**config.mk**
```make
export PLATFORM = sky130hd
export DESIGN_NAME = ntsp_sram_port
export DESIGN_NICKNAME = d
export VERILOG_FILES = /design/src/rtl/ntsp_pkg.sv /design/src/rtl/ntsp_req_if.sv /design/src/rtl/ntsp_fifo.sv /design/src/rtl/ntsp_sram_port.sv
export SDC_FILE = /design/constraint.sdc
export NUM_CORES = 1
export LEC_CHECK = 0
export BUFFER_PORTS_ARGS = -buffer_cell sky130_fd_sc_hd__buf_2
export CORE_AREA = 2 2 285 287
export DETAILED_ROUTE_END_ITERATION = 8
export DIE_AREA = 0 0 287 289
export PLACE_DENSITY = 0.78
export SYNTH_ARGS = -nofsm -noshare
export SYNTH_HDL_FRONTEND = slang
export SYNTH_HIERARCHICAL = 1
export SYNTH_SLANG_ARGS = --single-unit
```
**constraint.sdc**
```tcl
create_clock -name clk -period 15.1 [get_ports clk]
set_input_delay 3.775 -clock clk [delete_from_list [all_inputs] [get_ports clk]]
set_output_delay 3.775 -clock clk [all_outputs]
set_load 0.01 [all_outputs]
```
**src/rtl/ntsp_pkg.sv**
```systemverilog
// Package with shared constants for the no-turnaround SRAM port.
package ntsp_pkg;
  // Default data width of the memory data bus.
  localparam int DataWidth = 32;
  // Default address width of the memory.
  localparam int AddrWidth = 18;
  // Default number of byte lanes.
  localparam int ByteLanes = 4;
  // Depth of the request buffer in front of the memory port.
  localparam int FifoDepth = 16;
  // Cycles from address edge to data phase for each memory variant.
  localparam int FlowLatency = 1;
  localparam int PipeLatency = 2;
  // Longest data-phase delay the pipeline must carry.
  localparam int MaxLatency = 2;
  // Reset values of the active-low memory controls.
  localparam logic RwLowReset = 1'b1;
  localparam logic AdvLoadReset = 1'b0;
endpackage : ntsp_pkg

```
**src/rtl/ntsp_req_if.sv**
```systemverilog
// Interface carrying requests from the buffer to the memory port logic.
interface ntsp_req_if #(
  parameter int Width = 64
);
  // Request is present.
  logic valid;
  // Port logic takes the request.
  logic ready;
  // Packed request word.
  logic [Width-1:0] data;
  // Buffer side drives valid and data.
  modport src (output valid, output data, input ready);
  // Port side drives ready.
  modport dst (input valid, input data, output ready);
endinterface : ntsp_req_if

```
**src/rtl/ntsp_fifo.sv**
```systemverilog
// Request FIFO with valid and ready on both sides.
module ntsp_fifo #(
  parameter int Width = 64,
  parameter int Depth = 16
) (
  input wire logic clk,
  input wire logic rst,
  input wire logic inValid,
  output logic inReady,
  input wire logic [Width-1:0] inData,
  ntsp_req_if.src out
);
  localparam int PtrW = $clog2(Depth);
  // Storage in flip-flops, addressed by index.
  logic [Width-1:0] mem [Depth];
  logic [PtrW-1:0] wrPtr_q;
  logic [PtrW-1:0] rdPtr_q;
  // Count needs one extra bit to tell full from empty.
  logic [PtrW:0] count_q;
  logic push;
  logic pop;

  // Full and empty come straight from the count.
  assign inReady = (count_q != (PtrW+1)'(Depth));
  assign out.valid = (count_q != '0);
  assign out.data = mem[rdPtr_q];
  assign push = inValid && inReady;
  assign pop = out.valid && out.ready;

  // Write port of the storage.
  always_ff @(posedge clk)
  begin
    if (push)
    begin
      mem[wrPtr_q] <= inData;
    end
  end

  // Pointers and count.
  always_ff @(posedge clk or posedge rst)
  begin
    if (rst)
    begin
      wrPtr_q <= '0;
      rdPtr_q <= '0;
      count_q <= '0;
    end
    else
    begin
      if (push)
      begin
        wrPtr_q <= (wrPtr_q == PtrW'(Depth-1)) ? '0 : wrPtr_q + 1'b1;
      end
      if (pop)
      begin
        rdPtr_q <= (rdPtr_q == PtrW'(Depth-1)) ? '0 : rdPtr_q + 1'b1;
      end
      if (push && !pop)
      begin
        count_q <= count_q + 1'b1;
      end
      else if (pop && !push)
      begin
        count_q <= count_q - 1'b1;
      end
    end
  end

  // The count never passes the depth.
  fifo_bound_a: assert property (@(posedge clk) disable iff (rst)
    count_q <= (PtrW+1)'(Depth))
    else $error("fifo count above depth");
endmodule : ntsp_fifo

```
**src/rtl/ntsp_sram_port.sv**
```systemverilog
// Top of the no-turnaround synchronous SRAM port.
// What this block does
// - Transfer every cycle, no turnaround dead cycle.
// - Shared data bus, driven only for writes.
// - Drive read/write, byte enables, advance/load.
// - Interleaved addresses keep their own data.
// - Pipelined memory adds one data cycle.
module ntsp_sram_port #(
  parameter int DataWidth = ntsp_pkg::DataWidth,
  parameter int AddrWidth = ntsp_pkg::AddrWidth,
  parameter int ByteLanes = ntsp_pkg::ByteLanes,
  parameter int FifoDepth = ntsp_pkg::FifoDepth
) (
  input wire logic clk,
  input wire logic rst,
  input wire logic pipelinedMode,
  input wire logic reqValid,
  output logic reqReady,
  input wire logic reqWrite,
  input wire logic [AddrWidth-1:0] reqAddr,
  input wire logic [DataWidth-1:0] reqWrData,
  input wire logic [ByteLanes-1:0] reqByteEn,
  output logic rdValid,
  output logic [DataWidth-1:0] rdData,
  output logic [AddrWidth-1:0] memAddr,
  output logic readWriteLow,
  output logic [ByteLanes-1:0] byte_write_enable_low,
  output logic burst_advance_or_load,
  output logic [DataWidth-1:0] memDataOut,
  output logic memDataOe,
  input wire logic [DataWidth-1:0] memDataIn
);
  // Packed request: write flag, byte enables, address, data.
  localparam int ReqW = 1 + ByteLanes + AddrWidth + DataWidth;
  // Stage 0 is loaded on the edge that issues the address, so the stages must
  // reach one past the longest data-phase delay; a shorter pipe would put
  // write data on the bus in the very cycle that the address is presented.
  localparam int Lat = ntsp_pkg::MaxLatency + 1;

  ntsp_req_if #(.Width(ReqW)) req ();

  // Requests are buffered; the buffer's ready is the caller's back-pressure.
  ntsp_fifo #(
    .Width(ReqW),
    .Depth(FifoDepth)
  ) reqFifo (
    .clk(clk),
    .rst(rst),
    .inValid(reqValid),
    .inReady(reqReady),
    .inData({reqWrite, reqByteEn, reqAddr, reqWrData}),
    .out(req)
  );

  // The memory answers every cycle, so the port always takes a request.
  assign req.ready = 1'b1;

  // Fields of the request at the head of the buffer.
  logic hdWrite;
  logic [ByteLanes-1:0] hdByteEn;
  logic [AddrWidth-1:0] hdAddr;
  logic [DataWidth-1:0] hdData;
  assign {hdWrite, hdByteEn, hdAddr, hdData} = req.data;

  // Per-stage record of the data phase still owed to each address.
  logic [Lat-1:0] phValid_q;
  logic [Lat-1:0] phWrite_q;
  logic [DataWidth-1:0] phData_q [Lat];
  // Mode is sampled once per address so a change never splits a pair.
  logic [Lat-1:0] phPipe_q;

  // Address and control phase, one command per rising edge.
  always_ff @(posedge clk or posedge rst)
  begin
    if (rst)
    begin
      // Reset leaves the memory seeing a harmless read with no byte enables.
      memAddr <= '0;
      readWriteLow <= ntsp_pkg::RwLowReset;
      byte_write_enable_low <= '1;
      burst_advance_or_load <= ntsp_pkg::AdvLoadReset;
    end
    else if (req.valid)
    begin
      // Load a fresh address; read and write may follow back to back.
      memAddr <= hdAddr;
      readWriteLow <= !hdWrite;
      byte_write_enable_low <= hdWrite ? ~hdByteEn : '1;
      burst_advance_or_load <= 1'b0;
    end
    else
    begin
      // Idle: a deselect-free hold as a read with no byte enables.
      readWriteLow <= 1'b1;
      byte_write_enable_low <= '1;
      burst_advance_or_load <= 1'b0;
    end
  end

  // Shift the owed data phases; stage i is loaded i edges after the address edge.
  // Data is copied whatever the command; only write stages ever reach the bus.
  always_ff @(posedge clk or posedge rst)
  begin
    if (rst)
    begin
      phValid_q <= '0;
      phWrite_q <= '0;
      phPipe_q <= '0;
      for (int i = 0; i < Lat; i++)
      begin
        phData_q[i] <= '0;
      end
    end
    else
    begin
      phValid_q <= {phValid_q[Lat-2:0], req.valid};
      phWrite_q <= {phWrite_q[Lat-2:0], req.valid && hdWrite};
      phPipe_q <= {phPipe_q[Lat-2:0], pipelinedMode};
      phData_q[0] <= hdData;
      for (int i = 1; i < Lat; i++)
      begin
        phData_q[i] <= phData_q[i-1];
      end
    end
  end

  // Pick the stage that is due now for each memory variant.
  logic dueValid;
  logic dueWrite;
  logic [DataWidth-1:0] dueData;
  always_comb
  begin
    // A flow-through phase falls in the cycle after the memory samples the address.
    dueValid = phValid_q[ntsp_pkg::FlowLatency] && !phPipe_q[ntsp_pkg::FlowLatency];
    dueWrite = phWrite_q[ntsp_pkg::FlowLatency];
    dueData = phData_q[ntsp_pkg::FlowLatency];
    if (phPipe_q[ntsp_pkg::PipeLatency] && phValid_q[ntsp_pkg::PipeLatency])
    begin
      // The pipelined part returns one cycle later.
      dueValid = 1'b1;
      dueWrite = phWrite_q[ntsp_pkg::PipeLatency];
      dueData = phData_q[ntsp_pkg::PipeLatency];
    end
  end

  // Data bus drive is combinational from the stage registers so the bus turns
  // each cycle with no gap; contention margin is left to pad timing.
  assign memDataOe = dueValid && dueWrite;
  assign memDataOut = dueData;

  // Read return, registered at the edge that ends the data phase.
  always_ff @(posedge clk or posedge rst)
  begin
    if (rst)
    begin
      rdValid <= 1'b0;
      rdData <= '0;
    end
    else
    begin
      // Only read phases return data; a write phase leaves rdData as it stands.
      rdValid <= dueValid && !dueWrite;
      if (dueValid && !dueWrite)
      begin
        rdData <= memDataIn;
      end
    end
  end

  // A flow-through write drives the bus in the cycle after its address is sampled.
  flow_write_a: assert property (@(posedge clk) disable iff (rst)
    (req.valid && hdWrite && !pipelinedMode) |=> ##1 memDataOe)
    else $error("flow-through write data missing");

  // A pipelined write drives the bus one cycle later still.
  pipe_write_a: assert property (@(posedge clk) disable iff (rst)
    (req.valid && hdWrite && pipelinedMode) |=> ##2 memDataOe)
    else $error("pipelined write data missing");

  // Bus is never driven in a flow-through read data phase.
  read_release_a: assert property (@(posedge clk) disable iff (rst)
    (req.valid && !hdWrite && !pipelinedMode) |=> ##1 !memDataOe)
    else $error("bus driven during read");

  // Bus is never driven in a pipelined read data phase.
  pipe_release_a: assert property (@(posedge clk) disable iff (rst)
    (req.valid && !hdWrite && pipelinedMode) |=> ##2 !memDataOe)
    else $error("bus driven during pipelined read");

  // A queued request goes out on the very next edge.
  every_cycle_a: assert property (@(posedge clk) disable iff (rst)
    req.valid |=> (readWriteLow == !$past(hdWrite)))
    else $error("request not issued");

  // Address issued matches the request taken.
  addr_pair_a: assert property (@(posedge clk) disable iff (rst)
    req.valid |=> memAddr == $past(hdAddr))
    else $error("address mismatch");

  // Byte enables are inactive on reads.
  byte_read_a: assert property (@(posedge clk) disable iff (rst)
    readWriteLow |-> byte_write_enable_low == '1)
    else $error("byte enable active on read");

  // A flow-through read returns data two edges after leaving the buffer.
  read_return_a: assert property (@(posedge clk) disable iff (rst)
    (req.valid && !hdWrite && !pipelinedMode) |=> ##2 rdValid)
    else $error("read return late");

  // A pipelined read returns data one edge later than a flow-through one.
  pipe_return_a: assert property (@(posedge clk) disable iff (rst)
    (req.valid && !hdWrite && pipelinedMode) |=> ##3 rdValid)
    else $error("pipelined read return late");

  // Flow-through written data follows its address unchanged.
  write_data_a: assert property (@(posedge clk) disable iff (rst)
    (req.valid && hdWrite && !pipelinedMode) |=> ##1 memDataOut == $past(hdData, 2))
    else $error("write data mismatch");
endmodule : ntsp_sram_port

```
---- Word level (Yosys, flattened, before mapping) ----
Memories as Yosys holds them, arrays and structs flattened.
Index checks and enable logic that the tools add are counted.
storage, ports and cells
  register bits after elaboration ......... 174
  latch bits .............................. 0
  RAM bits ................................ 880
  bits in read-only memories .............. 0
  bits of input ports ..................... 91
  output and inout port bits .............. 91
  word-level logic and storage cells ...... 50
  memories kept ........................... 1
operators by class
  $add $sub $neg .......................... 4
  multipliers ............................. 0
  divide/modulo/power cells ............... 0
  magnitude comparators ................... 0
  equality and inequality tests ........... 3
  shift-type cells ........................ 0
  multiplexer cells ....................... 12
  bitwise operators ....................... 1
  reduce and logical (&&, ||, !) cells .... 15
memory list
  memory       depth  bits a word  read ports  clocked after memory_dff  write ports  line             RTL
  reqFifo.mem  16     55           1           0                         1            ntsp_fifo.sv:15  logic [Width-1:0] mem [Depth];
operators by type and width
  kind                                                                 count
  32-bit two-way mux                                                   1
  4-bit two-way mux                                                    4
  5-bit two-way mux                                                    2
  4-bit by 1-bit adder with 4-bit output (second input constant)       2
  4-bit == test (second input constant)                                2
  1-bit logical AND                                                    8
  5-bit by 1-bit adder with 5-bit output (second input constant)       1
  1-bit zero test                                                      5
  1-bit two-way mux                                                    5
  5-bit inequality test (second input constant)                        1
  5-bit nonzero test                                                   1
  5-bit by 1-bit subtractor with 5-bit output (second input constant)  1
  4-bit inverter                                                       1
  2-bit nonzero test                                                   1

---- Depth between registers and ports, before layout ----
  depth after elaboration ................. 6
  mapped depth ............................ 11
  mapped depth without buffers ............ 9

---- By module ----
The synthesis kept the hierarchy.
by module, submodules not included
  module          instances  cells an instance  area each (µm²)
  ntsp_fifo       1          1689               34642.0
  ntsp_sram_port  1          267                5109.9

---- Least setup slack after synthesis ----
Ideal clock, no wire load.
  path kind ............................... input to register
  from .................................... in reqValid
  to ...................................... mem reqFifo/mem[0][0] (netlist bit), enable pin
  setup time .............................. 0.535 ns
  arrival time ............................ 8.038 ns
  required time ........................... 14.565 ns
  path slack .............................. 6.527 ns
  stages on the path ...................... 4
  path buffers ............................ 1
  cells stage by stage .................... a21boi_0 buf_2 nand2_1 nor3_1
between the ends
  cells in the longest elaborated chain, start to end .. 3
RTL lines
  item                                     line                  RTL
  start, declared                          ntsp_sram_port.sv:17  input wire logic reqValid,
  1-bit logical AND                        ntsp_fifo.sv:27       assign push = inValid && inReady;
  via reqFifo.push                         ntsp_fifo.sv:20       logic push;
  1-bit two-way mux                        ntsp_fifo.sv:33       if (push)
  1-bit two-way mux (not written as such)  ntsp_fifo.sv:35       mem[wrPtr_q] <= inData;
  end, declared                            ntsp_fifo.sv:15
The timed path passes the listed nets, and every way through them passes these cells.

---- Worst setup path in the final report ----
  from .................................... reg phValid_q[2]
  to ...................................... out memDataOut[29]
between the ends
  cells in the longest elaborated chain, start to end .. 2
RTL lines
  item                    line                   RTL
  start, declared         ntsp_sram_port.sv:66   logic [Lat-1:0] phValid_q;
  start signal, assigned  ntsp_sram_port.sv:116  phValid_q <= {phValid_q[Lat-2:0], req.valid};
  1-bit logical AND       ntsp_sram_port.sv:137  if (phPipe_q[ntsp_pkg::PipeLatency] && phValid_q[ntsp_pkg::PipeLatency])
  32-bit two-way mux      ntsp_sram_port.sv:137
  end, declared           ntsp_sram_port.sv:29   output logic [DataWidth-1:0] memDataOut,
No other way between the ends.

==> run summary <==
endpoints failing hold: 0
Setup Skew: 0.0420 ns
Power, Total: 8750 uW
Post-synth ARST share: 16.5%
First-pass DRT Iterations: 6
Initial Util: 49.8%
CTS max path bufs: 3
RSZ-0062 raised after global routing: false
# IOs: 182
area grow syn2layout: 13.5%
via count: 19,377
fin crit share: 40.7%
All-Layer GR Usage: 20.2%
CP Launch Type: register
number of synthesized flops with an enable pin: 880
Pwr Density: 194 nW/um^2
FF+latch area: 30,800 um^2
CTS resizes: 0
vias in the first global route: 19,921
Synth area leader: edfxtp_1
row count: 104
Routability Congestion: 0.786
Final WS setup: 8.96 ns
Clock Latency Late Sink: 0.69 ns
Crit path arrival time: 2.37 ns
Synth top area share: 66.5%
count leader, synth: edfxtp_1
Synth Register Bits: 1,054
Wirelength per Cell: 25.2 um
Iter 0 DRT Violations: 1,885
CTS root buf: clkbuf_16
htree depth: 3
Fillers: 5,770
maximum vdd drop: 0.000163 V
Worst Path Required: 11.32 ns
class of the tightest hold or removal check: reg2reg
Least-Margin Pin Slew: 1.15 ns
Die Y: 289 um
die span in x: 287 um
normalized max-slew margin: 21.7%
Detail Placement HPWL: 47,200 um
Final min period: 6.14 ns
Max Clk Rate: 163 MHz
post-route ant nets: 0
Post-CTS Setup Bufs: 0
dpl cells: 3,120
largest net degree at the start of global routing: 118
outcome: completed
via density per instance: 5.84
CTS Hold Buffers Added: 0
setup TNS: 0 ns
final core occ: 56.5%
CP max FO: 27
max cap viols: 0
Synth Cell Area: 39,800 um^2
first-pass GRT wire length: 125,000 um
die footprint: 82,900 um^2
CTS Sinks: 1,054
final slew viol count: 0
clock-pin slew on the worst setup and hold paths: 0.06 ns
commonest cells in the netlist: 880 x edfxtp_1, 221 x mux2i_1, 169 x dfrtp_1
synthesis warning total: 6
Seq/Total Area, Yosys: 77.4%
Num CTS Buffers: 104
share of cells above drive strength 1: 28.0%
critical path class: reg2out
pre-CTS setup slack: 8.95 ns
GRT overflow: 0
area of the core: 79,900 um^2
Synth Instances: 1,956
Routed WL: 83,700 um
initial antenna violation count: 4
Leak: 0.0155 uW
Layout Nets: 2,267
final cell count without fillers: 3,317
Post-Syn Area per Cell: 20.3 um^2
PortBufs: 180
# DRC: 0
Crit. End Element: output pin
Netlist cell types: 50
CTS tree: built
# setup viols final: 0
top_reg_cell synth: edfxtp_1
footprint of the multi-input gates: 8320 um^2
Synth area leaders: edfxtp_1 66%, dfrtp_1 11%, mux4_2 6.2%, mux2i_1 5.6%, mux2_2 2.4%
==> layer usage <==
layer | global-route usage (%) | share of wire, %
met1 | 27.1 | 40
met2 | 34.0 | 51
met3 | 3.06 | 7.0
met4 | 6.68 | 2.6
met5 | 0 | 0.033
==> metrics by stage <==
stage,instance area (um^2),hold WS [ns]
detailed placement,41700,0.335
CTS,45100,0.334
finish,45100,0.338
global placement,41700,0.332
global route,45100,0.338
floorplan,39800,0.331
==> layout make-up <==
| class | instances | area share [%] |
|---|---|---|
| clock inverter | 68 | 1.59 |
| clock buffer | 128 | 6.09 |
| sequential | 1054 | 68.2 |
| antenna | 1 | 0.00554 |
| tap | 1060 | 2.94 |
| inverter | 6 | 0.0665 |
| multi-input combinational | 784 | 18.4 |
| timing repair buffer | 216 | 2.62 |
==> cells by family (layout without fill, tap and decap cells) <==
family          after synthesis  count (layout)  share of synthesized area (%)
simple gates                111             111                           1.19
other cells                   2               4                         0.0189
mux                         416             416                           14.2
xor+xnor                      5               5                          0.110
fa+ha+maj                    10              10                          0.334
flops                      1054            1054                           77.4
buf+inv                     119             418                           1.95
compound gates              239             239                           4.72
==> where the power goes <==
part	internal [uW]	total, uW	switching, uW
combinational	970	2330	1360
clock	1460	2570	1100
sequential	3620	3850	230
==> registers in the layout, summed over array words and instances (netlist names), 4 cells and up <==
| register | count |
|---|---|
| phData_q | 96 |
| byte_write_enable_low | 4 |
| reqFifo/wrPtr_q | 4 |
| rdData | 32 |
| reqFifo/mem | 880 |
| reqFifo/rdPtr_q | 4 |
| reqFifo/count_q | 5 |
| memAddr | 18 |
==> path summary, 6_finish.rpt <==
path / startpoint / cells past startpoint / end / slack, ns
setup / recovery: phValid_q[2]$_DFF_PP0_ / 4 / memDataOut[29] / 8.96
hold / removal: phData_q[89]$_DFF_PP0_ / 0 / phData_q[57]$_DFF_PP0_ / 0.34
setup reg to reg: reqFifo/rdPtr_q[0]$_DFFE_PP0P_ / 7 / memAddr[3]$_DFFE_PP0P_ / 10.29
hold reg to reg: phData_q[89]$_DFF_PP0_ / 0 / phData_q[57]$_DFF_PP0_ / 0.34
max in group asynchronous: rst / 3 / memAddr[0]$_DFFE_PP0P_ / 10.48
min in group asynchronous: rst / 2 / reqFifo/count_q[1]$_DFFE_PP0P_ / 3.17
==> critical path: stages, from the launching register on <==
cell,delay [ns]
dfrtp_1,0.39
nand2_2,0.20
buf_4,0.52
mux2_2,0.40
buf_2,0.14
==> cells in the final DEF (no fill, tap or decap), types with 3 or more instances in the layout <==
cell type,instances
clkinv_4,5
nand2_1,74
dfrtp_4,4
clkinv_2,15
buf_2,180
clkinvlp_4,15
mux2i_1,221
inv_6,4
bufinv_16,9
clkbuf_1,18
o21ai_1,54
a21o_1,5
mux4_2,110
nor2_4,12
buf_4,35
xnor2_1,3
clkinv_8,3
conb_1,3
dfrtp_1,165
a221oi_2,26
clkinv_1,14
a221oi_1,29
dfstp_2,5
clkbuf_16,104
nor3_2,4
clkbuf_8,5
nand3_1,4
inv_1,5
o21ai_0,6
nor3_1,4
edfxtp_1,880
ha_1,9
o211ai_1,55
a22oi_1,55
mux2_2,83
(Power assumes the default switching activity.)
